==> src/inc/nvc_regs.svh <==
// register offsets, fields, reset values and timing counts of the nonvolatile memory controller
`ifndef NVC_REGS_SVH
`define NVC_REGS_SVH
`define NVC_CTL_OFFSET      8'h89
`define NVC_LCRC_OFFSET     8'h8A
`define NVC_CNT_OFFSET      8'h88
`define NVC_UNLOCK_OFFSET   8'h90
`define NVC_PAGE_OFFSET     8'h91
`define NVC_BIT_REGCOPY     6
`define NVC_BIT_CRCERR      5
`define NVC_BIT_AUTOCRC     4
`define NVC_BIT_LOAD        3
`define NVC_BIT_BUSY        2
`define NVC_BIT_RSV1        1
`define NVC_BIT_PROG        0
`define NVC_AUTOCRC_RESET   1'b1
`define NVC_LCRC_RESET      8'h00
`define NVC_CNT_MAX         8'hFF
`define NVC_PROG_TIME_MS    230
`define NVC_CLK_HZ          10000000
`define NVC_PROG_CYCLES     (`NVC_PROG_TIME_MS * (`NVC_CLK_HZ / 1000))
`endif

==> src/inc/nvc_pkg.sv <==
// types of the nonvolatile memory controller
package nvc_pkg;
  typedef enum logic [2:0] {
    NVC_IDLE,
    NVC_LOAD,
    NVC_COPY,
    NVC_PROG,
    NVC_SUM
  } nvc_state_t;
endpackage : nvc_pkg

==> src/inc/nvc_mem_if.sv <==
// array access port between the controller and its memory arrays
`timescale 1ns/100ps
`default_nettype none
interface nvc_mem_if #(parameter int AW = 4);
  logic          ee_we;
  logic [AW-1:0] addr;
  logic [7:0]    ee_wdata;
  logic [7:0]    ee_rdata;
  logic          sram_we;
  logic [7:0]    sram_wdata;
  logic [AW:0]   sram_addr;
  logic [7:0]    sram_rdata;
  modport ctl (output ee_we, addr, ee_wdata, sram_we, sram_wdata, sram_addr, input ee_rdata, sram_rdata);
  modport mem (input ee_we, addr, ee_wdata, sram_we, sram_wdata, sram_addr, output ee_rdata, sram_rdata);
endinterface : nvc_mem_if
`default_nettype wire

==> src/design/nvc_ctrl.sv <==
// nonvolatile memory control, commit sequencing and live checksum
// Behaviour
// bit6 write copies registers to sram
// bit6 self-clears when copy done
// sram page from page-select register
// checksum mismatch on load sets bit5
// bit4 set: program writes checksum byte
// bit3 loads eeprom, then self-clears
// load runs automatically after reset
// reads blocked during load
// load only while aux clock runs; code checks aux only when a load starts, a running load continues
// host keeps aux clock after lock
// bit2 busy throughout program cycle
// eeprom accesses blocked while busy
// bit0 starts program, self-clears
// program needs unlock write just before
// program cycle lasts 230 ms
// 8-bit live checksum register, reset zero
// program counter increments, saturates 255
// locked program request ignored
// bit7 zero, bit1 self-clears inertly
`include "nvc_regs.svh"
`timescale 1ns/100ps
`default_nettype none
module nvc_ctrl #(
  parameter int          AW         = 4,
  parameter int          PROG_CYC   = `NVC_PROG_CYCLES,
  parameter logic [7:0]  UNLOCK_KEY = 8'hA5  // arbitrary unlock value
) (
  input  wire logic       ref_clk,
  input  wire logic       rst_n,
  input  wire logic       host_wr,
  input  wire logic       host_rd,
  input  wire logic       host_txn_end,
  input  wire logic [7:0] host_addr,
  input  wire logic [7:0] host_wdata,
  output logic      [7:0] host_rdata,
  output logic            host_rd_valid,
  output logic            host_rd_blocked,
  input  wire logic       aux_clk_running,
  input  wire logic       keep_aux_clock_after_lock,
  input  wire logic [7:0] cfg_in,
  output logic      [7:0] cfg_out,
  output logic            cfg_load_strobe,
  output logic      [7:0] cfg_load_idx
);
  localparam int N = 1 << AW;

  typedef struct packed {
    nvc_pkg::nvc_state_t st;
    logic [AW:0]  idx;
    logic [31:0]  tmr;
    logic [7:0]   sum;
    logic         rd_pend;
    logic         reg_to_sram_copy_trigger;
    logic         stored_checksum_mismatch_flag;
    logic         auto_checksum_on_program;
    logic         eeprom_to_reg_load_trigger;
    logic         erase_program_trigger;
    logic         rsv1;
    logic         unlocked;
    logic         sram_dest_page_select;
    logic [7:0]   live_checksum;
    logic [7:0]   program_cycle_count;
    logic [7:0]   rdata;
    logic         rvalid;
    logic         boot;
  } nvc_s_t;

  nvc_s_t r;
  nvc_s_t next_r;
  nvc_mem_if #(.AW(AW)) mem ();

  nvc_arrays #(.AW(AW)) u_arr (
    .ref_clk (ref_clk),
    .mem     (mem)
  );

  // checksum byte update, crc-8 poly 0x07
  function automatic logic [7:0] nvc_crc(input logic [7:0] c, input logic [7:0] d);
    logic [7:0] x;
    x = c ^ d;
    for (int i = 0; i < 8; i++) begin
      x = x[7] ? ((x << 1) ^ 8'h07) : (x << 1);
    end
    return x;
  endfunction : nvc_crc

  wire logic busy = (r.st == nvc_pkg::NVC_PROG) || (r.st == nvc_pkg::NVC_SUM);
  wire logic [AW-1:0] ia = r.idx[AW-1:0];

  // ==================================================
  // memory port
  always_comb begin
    // load reads one byte ahead to match the registered array read
    mem.addr       = (r.st == nvc_pkg::NVC_LOAD) ? ia + AW'(r.rd_pend) : ia;
    mem.ee_we      = 1'b0;
    mem.ee_wdata   = 8'h00;
    mem.sram_we    = 1'b0;
    mem.sram_wdata = cfg_in;
    mem.sram_addr  = {r.sram_dest_page_select, ia};
    if (r.st == nvc_pkg::NVC_COPY) begin
      mem.sram_we = 1'b1;
    end
    if (r.st == nvc_pkg::NVC_SUM && r.rd_pend) begin
      mem.ee_we     = 1'b1;
      mem.ee_wdata  = mem.sram_rdata;
      mem.sram_addr = {r.sram_dest_page_select, ia + AW'(1)};
      if (r.auto_checksum_on_program && r.idx == (AW+1)'(N - 1)) begin
        mem.ee_wdata = r.sum;
      end
    end
  end

  // ==================================================
  // next state
  always_comb begin
    next_r = r;
    next_r.rvalid = 1'b0;
    next_r.rsv1   = 1'b0;
    if (host_txn_end) begin
      next_r.unlocked = host_wr && host_addr == `NVC_UNLOCK_OFFSET && host_wdata == UNLOCK_KEY;
    end
    if (host_wr && host_addr == `NVC_PAGE_OFFSET) begin
      next_r.sram_dest_page_select = host_wdata[0];
    end
    if (host_wr && host_addr == `NVC_CTL_OFFSET) begin
      next_r.auto_checksum_on_program = host_wdata[`NVC_BIT_AUTOCRC];
      if (host_wdata[`NVC_BIT_REGCOPY] && r.st == nvc_pkg::NVC_IDLE) begin
        next_r.reg_to_sram_copy_trigger = 1'b1;
      end
      if (host_wdata[`NVC_BIT_LOAD] && r.st == nvc_pkg::NVC_IDLE) begin
        next_r.eeprom_to_reg_load_trigger = 1'b1;
      end
      if (host_wdata[`NVC_BIT_PROG] && r.unlocked && !busy) begin
        next_r.erase_program_trigger = 1'b1;
      end
    end
    if (host_rd && !(r.st == nvc_pkg::NVC_LOAD)) begin
      next_r.rvalid = 1'b1;
      case (host_addr)
        `NVC_CTL_OFFSET:  next_r.rdata = {1'b0, r.reg_to_sram_copy_trigger, r.stored_checksum_mismatch_flag,
                                          r.auto_checksum_on_program, r.eeprom_to_reg_load_trigger, busy,
                                          r.rsv1, r.erase_program_trigger};
        `NVC_LCRC_OFFSET: next_r.rdata = r.live_checksum;
        `NVC_CNT_OFFSET:  next_r.rdata = r.program_cycle_count;
        default:          next_r.rdata = 8'h00;
      endcase
    end
    case (r.st)
      nvc_pkg::NVC_IDLE: begin
        next_r.idx = '0;
        next_r.rd_pend = 1'b0;
        next_r.sum = 8'h00;
        if (r.boot || r.eeprom_to_reg_load_trigger) begin
          if (aux_clk_running) begin
            next_r.st = nvc_pkg::NVC_LOAD;
            next_r.boot = 1'b0;
          end else begin
            next_r.eeprom_to_reg_load_trigger = 1'b0;
          end
        end else if (r.erase_program_trigger) begin
          next_r.erase_program_trigger = 1'b0;
          next_r.st  = nvc_pkg::NVC_PROG;
          next_r.tmr = 32'(PROG_CYC - 1);
        end else if (r.reg_to_sram_copy_trigger) begin
          next_r.st = nvc_pkg::NVC_COPY;
        end
      end
      nvc_pkg::NVC_LOAD: begin
        next_r.rd_pend = 1'b1;
        if (r.rd_pend) begin
          next_r.sum = nvc_crc(r.sum, mem.ee_rdata);
          if (r.idx == (AW+1)'(N - 1)) begin
            next_r.live_checksum = r.sum;
            next_r.stored_checksum_mismatch_flag = (mem.ee_rdata != r.sum);
            next_r.eeprom_to_reg_load_trigger = 1'b0;
            next_r.st = nvc_pkg::NVC_IDLE;
          end
          next_r.idx = r.idx + 1'b1;
        end
      end
      nvc_pkg::NVC_COPY: begin
        next_r.idx = r.idx + 1'b1;
        if (r.idx == (AW+1)'(N - 1)) begin
          next_r.reg_to_sram_copy_trigger = 1'b0;
          next_r.st = nvc_pkg::NVC_IDLE;
        end
      end
      nvc_pkg::NVC_PROG: begin
        next_r.tmr = r.tmr - 32'd1;
        if (r.tmr == 32'd0) begin
          if (r.program_cycle_count != `NVC_CNT_MAX) begin
            next_r.program_cycle_count = r.program_cycle_count + 8'h01;
          end
          next_r.idx = '0;
          next_r.tmr = 32'd1;
          next_r.rd_pend = 1'b0;
          next_r.st = nvc_pkg::NVC_SUM;  // sram page is written into the eeprom next
        end
      end
      nvc_pkg::NVC_SUM: begin
        next_r.rd_pend = 1'b1;
        if (r.rd_pend) begin
          next_r.sum = nvc_crc(r.sum, mem.sram_rdata);
          next_r.idx = r.idx + 1'b1;
          if (r.idx == (AW+1)'(N - 1)) begin
            next_r.st = nvc_pkg::NVC_IDLE;
          end
        end
      end
      default: next_r.st = nvc_pkg::NVC_IDLE;
    endcase
  end

  always_ff @(posedge ref_clk) begin
    if (!rst_n) begin
      r <= '0;
      r.st <= nvc_pkg::NVC_IDLE;
      r.auto_checksum_on_program <= `NVC_AUTOCRC_RESET;
      r.live_checksum <= `NVC_LCRC_RESET;
      r.boot <= 1'b1;
    end else begin
      r <= next_r;
    end
  end

  // ==================================================
  // outputs
  assign host_rdata      = r.rdata;
  assign host_rd_valid   = r.rvalid;
  assign host_rd_blocked = (r.st == nvc_pkg::NVC_LOAD);
  assign cfg_out         = mem.ee_rdata;
  assign cfg_load_strobe = (r.st == nvc_pkg::NVC_LOAD) && r.rd_pend;
  assign cfg_load_idx    = 8'(r.idx);

  // keep_aux_clock_after_lock is a host-side setting that keeps aux_clk_running high
  wire logic unused_keep = keep_aux_clock_after_lock;
endmodule : nvc_ctrl
`default_nettype wire

==> src/design/nvc_arrays.sv <==
// eeprom model array and sram shadow with two pages
`timescale 1ns/100ps
`default_nettype none
module nvc_arrays #(
  parameter int AW = 4
) (
  input  wire logic ref_clk,
  nvc_mem_if.mem    mem
);
  logic [7:0] ee   [0:(1<<AW)-1];
  logic [7:0] sram [0:(1<<(AW+1))-1];
  logic [7:0] rd;
  logic [7:0] rs;

  always_ff @(posedge ref_clk) begin
    if (mem.ee_we) begin
      ee[mem.addr] <= mem.ee_wdata;
    end
    if (mem.sram_we) begin
      sram[mem.sram_addr] <= mem.sram_wdata;
    end
    rd <= ee[mem.addr];
    rs <= sram[mem.sram_addr];
  end

  assign mem.ee_rdata   = rd;
  assign mem.sram_rdata = rs;
endmodule : nvc_arrays
`default_nettype wire

==> config.mk <==
export PLATFORM = sky130hd
export DESIGN_NAME = nvc_ctrl
export DESIGN_NICKNAME = d
export VERILOG_FILES = /design/src/inc/nvc_pkg.sv /design/src/inc/nvc_mem_if.sv /design/src/design/nvc_ctrl.sv /design/src/design/nvc_arrays.sv
export VERILOG_INCLUDE_DIRS = /design/src /design/src/inc
export SDC_FILE = /design/constraint.sdc
export NUM_CORES = 1
export LEC_CHECK = 0
export BUFFER_PORTS_ARGS = -buffer_cell sky130_fd_sc_hd__buf_2
export CORE_MARGIN = 5
export CORE_UTILIZATION = 55
export CTS_CLUSTER_DIAMETER = 150
export DETAILED_ROUTE_END_ITERATION = 16
export PLACE_DENSITY = 0.77
export SETUP_SLACK_MARGIN = 0.2
export SLEW_MARGIN = 20
export SYNTH_ARGS = -nofsm -noshare
export SYNTH_HDL_FRONTEND = slang
export SYNTH_SLANG_ARGS = --single-unit
==> constraint.sdc <==
create_clock -name ref_clk -period 8.2 [get_ports ref_clk]
set_input_delay 1.23 -clock ref_clk [delete_from_list [all_inputs] [get_ports ref_clk]]
set_output_delay 1.23 -clock ref_clk [all_outputs]
set_load 0.005 [all_outputs]
**Yosys cells after proc, flatten, opt, wreduce, memory -nomap -nowiden**

Memory sizes are Yosys's and may differ from the RTL's. A register that Yosys moved wholly into a read port is not among the register bits.
Index checks and enable logic that the tools add are counted.

- Memories: 2
- Output and inout port bits: 27
- Register bits: 83
- Bits in writable memories: 384
- Input bits: 31

Memories:

| name | words | bits a word | read ports | clocked after memory_dff | write ports | line | source |
|---|---|---|---|---|---|---|---|
| u_arr.sram | 32 | 8 | 1 | 1 | 1 | nvc_arrays.sv:11 | `logic [7:0] sram [0:(1<<(AW+1))-1];` |
| u_arr.ee | 16 | 8 | 1 | 1 | 1 | nvc_arrays.sv:10 | `logic [7:0] ee [0:(1<<AW)-1];` |

- Bitwise operators: 18
- Muxes and demuxes: 60
- Add/subtract/negate cells: 5
- Reductions and logical operators: 31
- Equality and inequality tests: 21

Operator list:

| kind | count |
|---|---|
| $mux W3 | 22 |
| $mux W32 | 2 |
| $pmux W32 S2 | 1 |
| $eq A8 B8 Y1 const B | 6 |
| $not A3 Y3 | 16 |
| $pmux W8 S3 | 2 |
| $mux W40 | 1 |
| $mux W8 | 5 |
| $logic_not A32 Y1 | 1 |
| $sub A32 B1 Y32 const B | 1 |
| $mux W1 | 20 |
| $pmux W5 S4 | 1 |
| $reduce_and A3 Y1 | 6 |
| $xor A8 B8 Y8 | 2 |
| $logic_and A1 B1 Y1 | 12 |
| $pmux W3 S4 | 1 |
| $mux W9 | 1 |
| $add A8 B1 Y8 const B | 1 |
| $mux W4 | 2 |
| $ne A8 B8 Y1 | 1 |
| $ne A8 B8 Y1 const B | 1 |
| $eq A3 B2 Y1 const B | 2 |
| $ne A2 B1 Y1 const B | 3 |
| $ne A2 B2 Y1 const B | 3 |
| other kinds (19) | 22 |

**Logic depth before layout (Yosys ltp)**

- Depth in word-level cells: 19
- Mapped depth: 9
- Depth with buffers taken out: 8

**By module**

A second synthesis with hierarchy kept.

- Cell total of the unflattened synthesis: 1,424
- Area total of the unflattened synthesis: 20,249.4 µm²

By module, submodules not included:

| module | instances | cells each | area each (µm²) |
|---|---|---|---|
| nvc_arrays | 1 | 807 | 15,299.7 |
| nvc_ctrl | 1 | 617 | 4,949.7 |

**Worst setup path before layout**

No wires, ideal clock.

- Path type: register to register
- Start: register r[82] (netlist bit)
- End: memory u_arr.ee[0][0], enable pin
- Path buffers: 2
- Path slack: 5.210 ns
- Cell stages (with the launch flop): 8
- Data required time: 7.830 ns
- Period minus slack after synthesis: 2.990 ns
- Arrival time: 2.620 ns
- Setup time: 0.370 ns
- Cells stage by stage: dfxtp_1 -> or3b_2 -> clkbuf_1 -> inv_2 -> mux2i_1 -> clkbuf_1 -> nand3_1 -> nor2_1

- Elaborated cells between the ends (all ways): 7
- Classes of those cells: eq/ne (2); mux (4); reduce/logical (1)

RTL lines:

| element | line | source |
|---|---|---|
| start, declared | nvc_ctrl.sv:70 | `nvc_s_t r;` |
| start signal, assigned | nvc_ctrl.sv:224 | `r <= next_r;` |
| $eq A3 B1 Y1 | - |  |
| net host_rd_blocked | nvc_ctrl.sv:39 | `output logic host_rd_blocked,` |
| $mux W4 | nvc_ctrl.sv:96 | `mem.addr = (r.st == nvc_pkg::NVC_LOAD) ? ia + AW'(r.rd_pend) : ia;` |
| end, declared | nvc_arrays.sv:10 |  |

The timed path passes the listed nets, and every way through them passes these cells.

**Final worst setup path**

- Start: register r, in the netlist cfg_load_idx[0]
- End: memory u_arr.sram[9][1], enable pin

- Longest elaborated chain between the ends: 2

RTL lines:

| element | line | source |
|---|---|---|
| $add A4 B1 Y4 | nvc_ctrl.sv:108 | `mem.sram_addr = {r.sram_dest_page_select, ia + AW'(1)};` |
| $mux W4 * | nvc_ctrl.sv:105 | `if (r.st == nvc_pkg::NVC_SUM && r.rd_pend) begin` |
| end, declared | nvc_arrays.sv:11 |  |

Mark *: on every way between the ends. The rest lies on a longest branch, timed or not.

==> out/metrics.csv <==
stage,metric,value,unit
critical_path,flop-to-flop setup slack,4130,ps
pwr,Seq pwr share,48.9,%
critical_path,slowest CP cell,nor2_1,
finish,Layout Cells excl Fill,2047,
timing,crit share post-route,49.6,%
cts,Worst-path clk slew,60,ps
critical_path,Worst Path Buf+Inv,2,
place,gp weighted congestion,0.871,
drt,TritonRoute pass-1 iters,5,
pwr,Int Power,4.19,mW
timing,final hold vios,0,
timing,Rel. slew slack,30.5,%
finish,"commonest non-fill, non-tap cell in the layout",edfxtp_1,
grt,routing usage on met1,30.9,%
synth,Synth Area per Inst,15.0,um^2
timing,Setup Skew,28.7,ps
timing,Max Slew Vio Count,0,
pwr,pwr dens,227,mW/mm^2
synth,post-synth cell types,65,
finish,share of cells above drive strength 1,21.4,%
floorplan,Die Wd,210,um
grt,first-pass GRT wire length,77100,um
place,port buffer count,53,
place,post-placement cell area,0.0227,mm^2
outcome,status,"finished, final reports clean",
grt,GRT Total Usage,22.4,%
finish,Total Nets Final,1522,
drt,antenna-violating nets left,0,
synth,post-synthesis register bit count,482,
critical_path,Critical Path RT,8410,ps
critical_path,critical path's top delay family,buffers and inverters,
critical_path,Setup CP Type,register to register,
floorplan,die area,0.0441,mm^2
grt,number of global-route vias before repair,13435,
timing,worst slew pin tran,1040,ps
synth,Netlist Area Pre-Place,0.0220,mm^2
timing,RSZ-0062 raised after global routing,false,
critical_path,"Arr. time, crit path",4280,ps
timing,# setup viols final,0,
grt,initial antenna violation count,0,
pwr,maximum VDD drop,0.000179,V
floorplan,core area,0.0396,mm^2
synth,register area share after synthesis,61.3,%
floorplan,Initial Utilization,55.6,%
critical_path,CP max stage delay,830,ps
floorplan,I/O Pins,58,
grt,met2 Use GR,36.2,%
pwr,Leak,7.73,nW
drt,via count,13173,
floorplan,row count,73,
timing,Peak Freq,0.246,GHz
critical_path,crit path capture type,register,
synth,Post-Synthesis Cells,1466,
critical_path,crit-path most repeated cell,buf_4,
synth,Synth Warn #,0,
timing,minimum clock period,4070,ps
critical_path,CP max FO,52,
finish,final instance area,0.0243,mm^2
drt,drt total wl,49200,um
pwr,Switch Pwr,1.33,mW
cts,CTS Sinks,482,
grt,grt ovf,0,
critical_path,CP cell instances,"buf_4, buf_4, nand2_1, nor2_1",
drt,first-iteration detailed-routing DRC count,1354,
cts,CTS buffer count,50,
drt,via-per-instance ratio,6.44,
cts,Post-CTS Setup Inserts,0,
cts,CTS tree,yes,
cts,CTS root buffer,clkbuf_16,
worst_hold_path,HP Class,register to register,
cts,cts repair resizes,0,
critical_path,crit start category,register,
synth,Post-synth EDFFs,384,
cts,Max clock buf depth,3,
finish,Final Util,61.3,%
place,DP Cell Count,1954,
finish,most frequent cells in the layout,"edfxtp_1, mux4_2, nor2_1",
pwr,clock power share,40.6,%
grt,GR peak layer,met2,
drt,DRC,0,
cts,"Clk Latency, worst-skew pair",600,ps
cts,Post-CTS Hold Buffers,0,
drt,WL/cell,24.0,um
grt,largest net degree at the start of global routing,64,
place,final HPWL from detailed placement,30300,um
pwr,overall power,5.52,mW
finish,n_diodes,0,
pwr,Sw Share,24.1,%
pwr,Comb pwr share,10.5,%
cts,H-tree depth,2,
finish,Area Growth Syn to Fin,10.4,%
synth,Synth async-reset ratio,0,%
timing,setup tns final,0,ps
job,max-cap check violation count,0,
synth,prevailing post-synth register cell,edfxtp_1,
grt,met3 GRT Util,4.48,%
floorplan,Die Ht,210,um
cell families after synthesis:
logic type	after synthesis	share of synthesized area (%)
xor+xnor	66	2.62
fa+ha+maj	10	0.568
buf+inv	112	2.25
flops	482	61.3
simple gates	357	7.99
mux	251	20.0
other cells	1	0.0170
compound gates	187	5.28
per-layer routing:
metal | up-vias | wire length (um) | part of all wire (%)
li1 | 5830 | - | -
met2 | 578 | 24000 | 49
met5 | - | 0 | 0
met1 | 6655 | 19700 | 40
met4 | 0 | 1530 | 3.1
met3 | 110 | 3890 | 7.9
power by group through the flow:
stage               sequential, mW  clock [mW]  combinational, mW
finish                        2.70        2.24              0.579
global route                  2.70        2.39              0.627
CTS                           2.70        2.28              0.575
detailed placement            2.75           0              0.572
global placement              2.75           0              0.558
floorplan                     2.72           0              0.451
synth_stat cells (all sizes together), types with 8 or more instances:
cell / n / area [um^2]
nand2b: 14 / 87.6
ha: 10 / 125
dfxtp: 98 / 1960
nor4: 20 / 140
edfxtp: 384 / 11500
nand2: 75 / 282
nor2: 124 / 468
o22ai: 34 / 213
mux4: 151 / 3400
a21oi: 54 / 270
mux2i: 100 / 1000
clkbuf: 62 / 233
o21ai: 35 / 175
buf: 43 / 236
nand3: 35 / 175
a22oi: 22 / 165
or4: 12 / 101
xor2: 24 / 210
nor3: 23 / 115
xnor2: 42 / 368
a31oi: 8 / 50.1
tightest hold or removal path, cell delays in order, from the launching register on:
cell and delay (ps):
dfxtp_1 310, nand2_1 50, nand2_1 40
area by class of cell:
class,count,area [um^2]
Clock buffer,65,1360
Clock inverter,28,268
Fill cell,2904,15300
Inverter,7,26.3
Multi-Input combinational cell,874,8130
Sequential cell,482,13500
Tap cell,525,657
Timing Repair Buffer,66,363
path summary, 6_finish.rpt:
kind                                      start               end  cells past startpoint
worst max register to register  cfg_load_idx[0]  u_arr.sram[9][1]                      4
worst max-delay path            cfg_load_idx[0]  u_arr.sram[9][1]                      4
worst min register to register             r[0]              r[0]                      2
worst min-delay path                       r[0]              r[0]                      2
registers in the layout, indices dropped and copies added (netlist names):
register,count
u_arr.mem.sram_rdata,8
r,68
u_arr.ee,128
u_arr.sram,256
host_rd_valid,1
u_arr.mem.ee_rdata,8
host_rdata,8
cfg_load_idx,5
stage by stage:
step,hold WS [ps],setup WS [ps]
after floorplan,423,5210
after global placement,435,4270
after detailed placement,446,4170
after CTS,455,4150
after global routing,466,3880
final,450,4130
(Power assumes the default switching activity.)
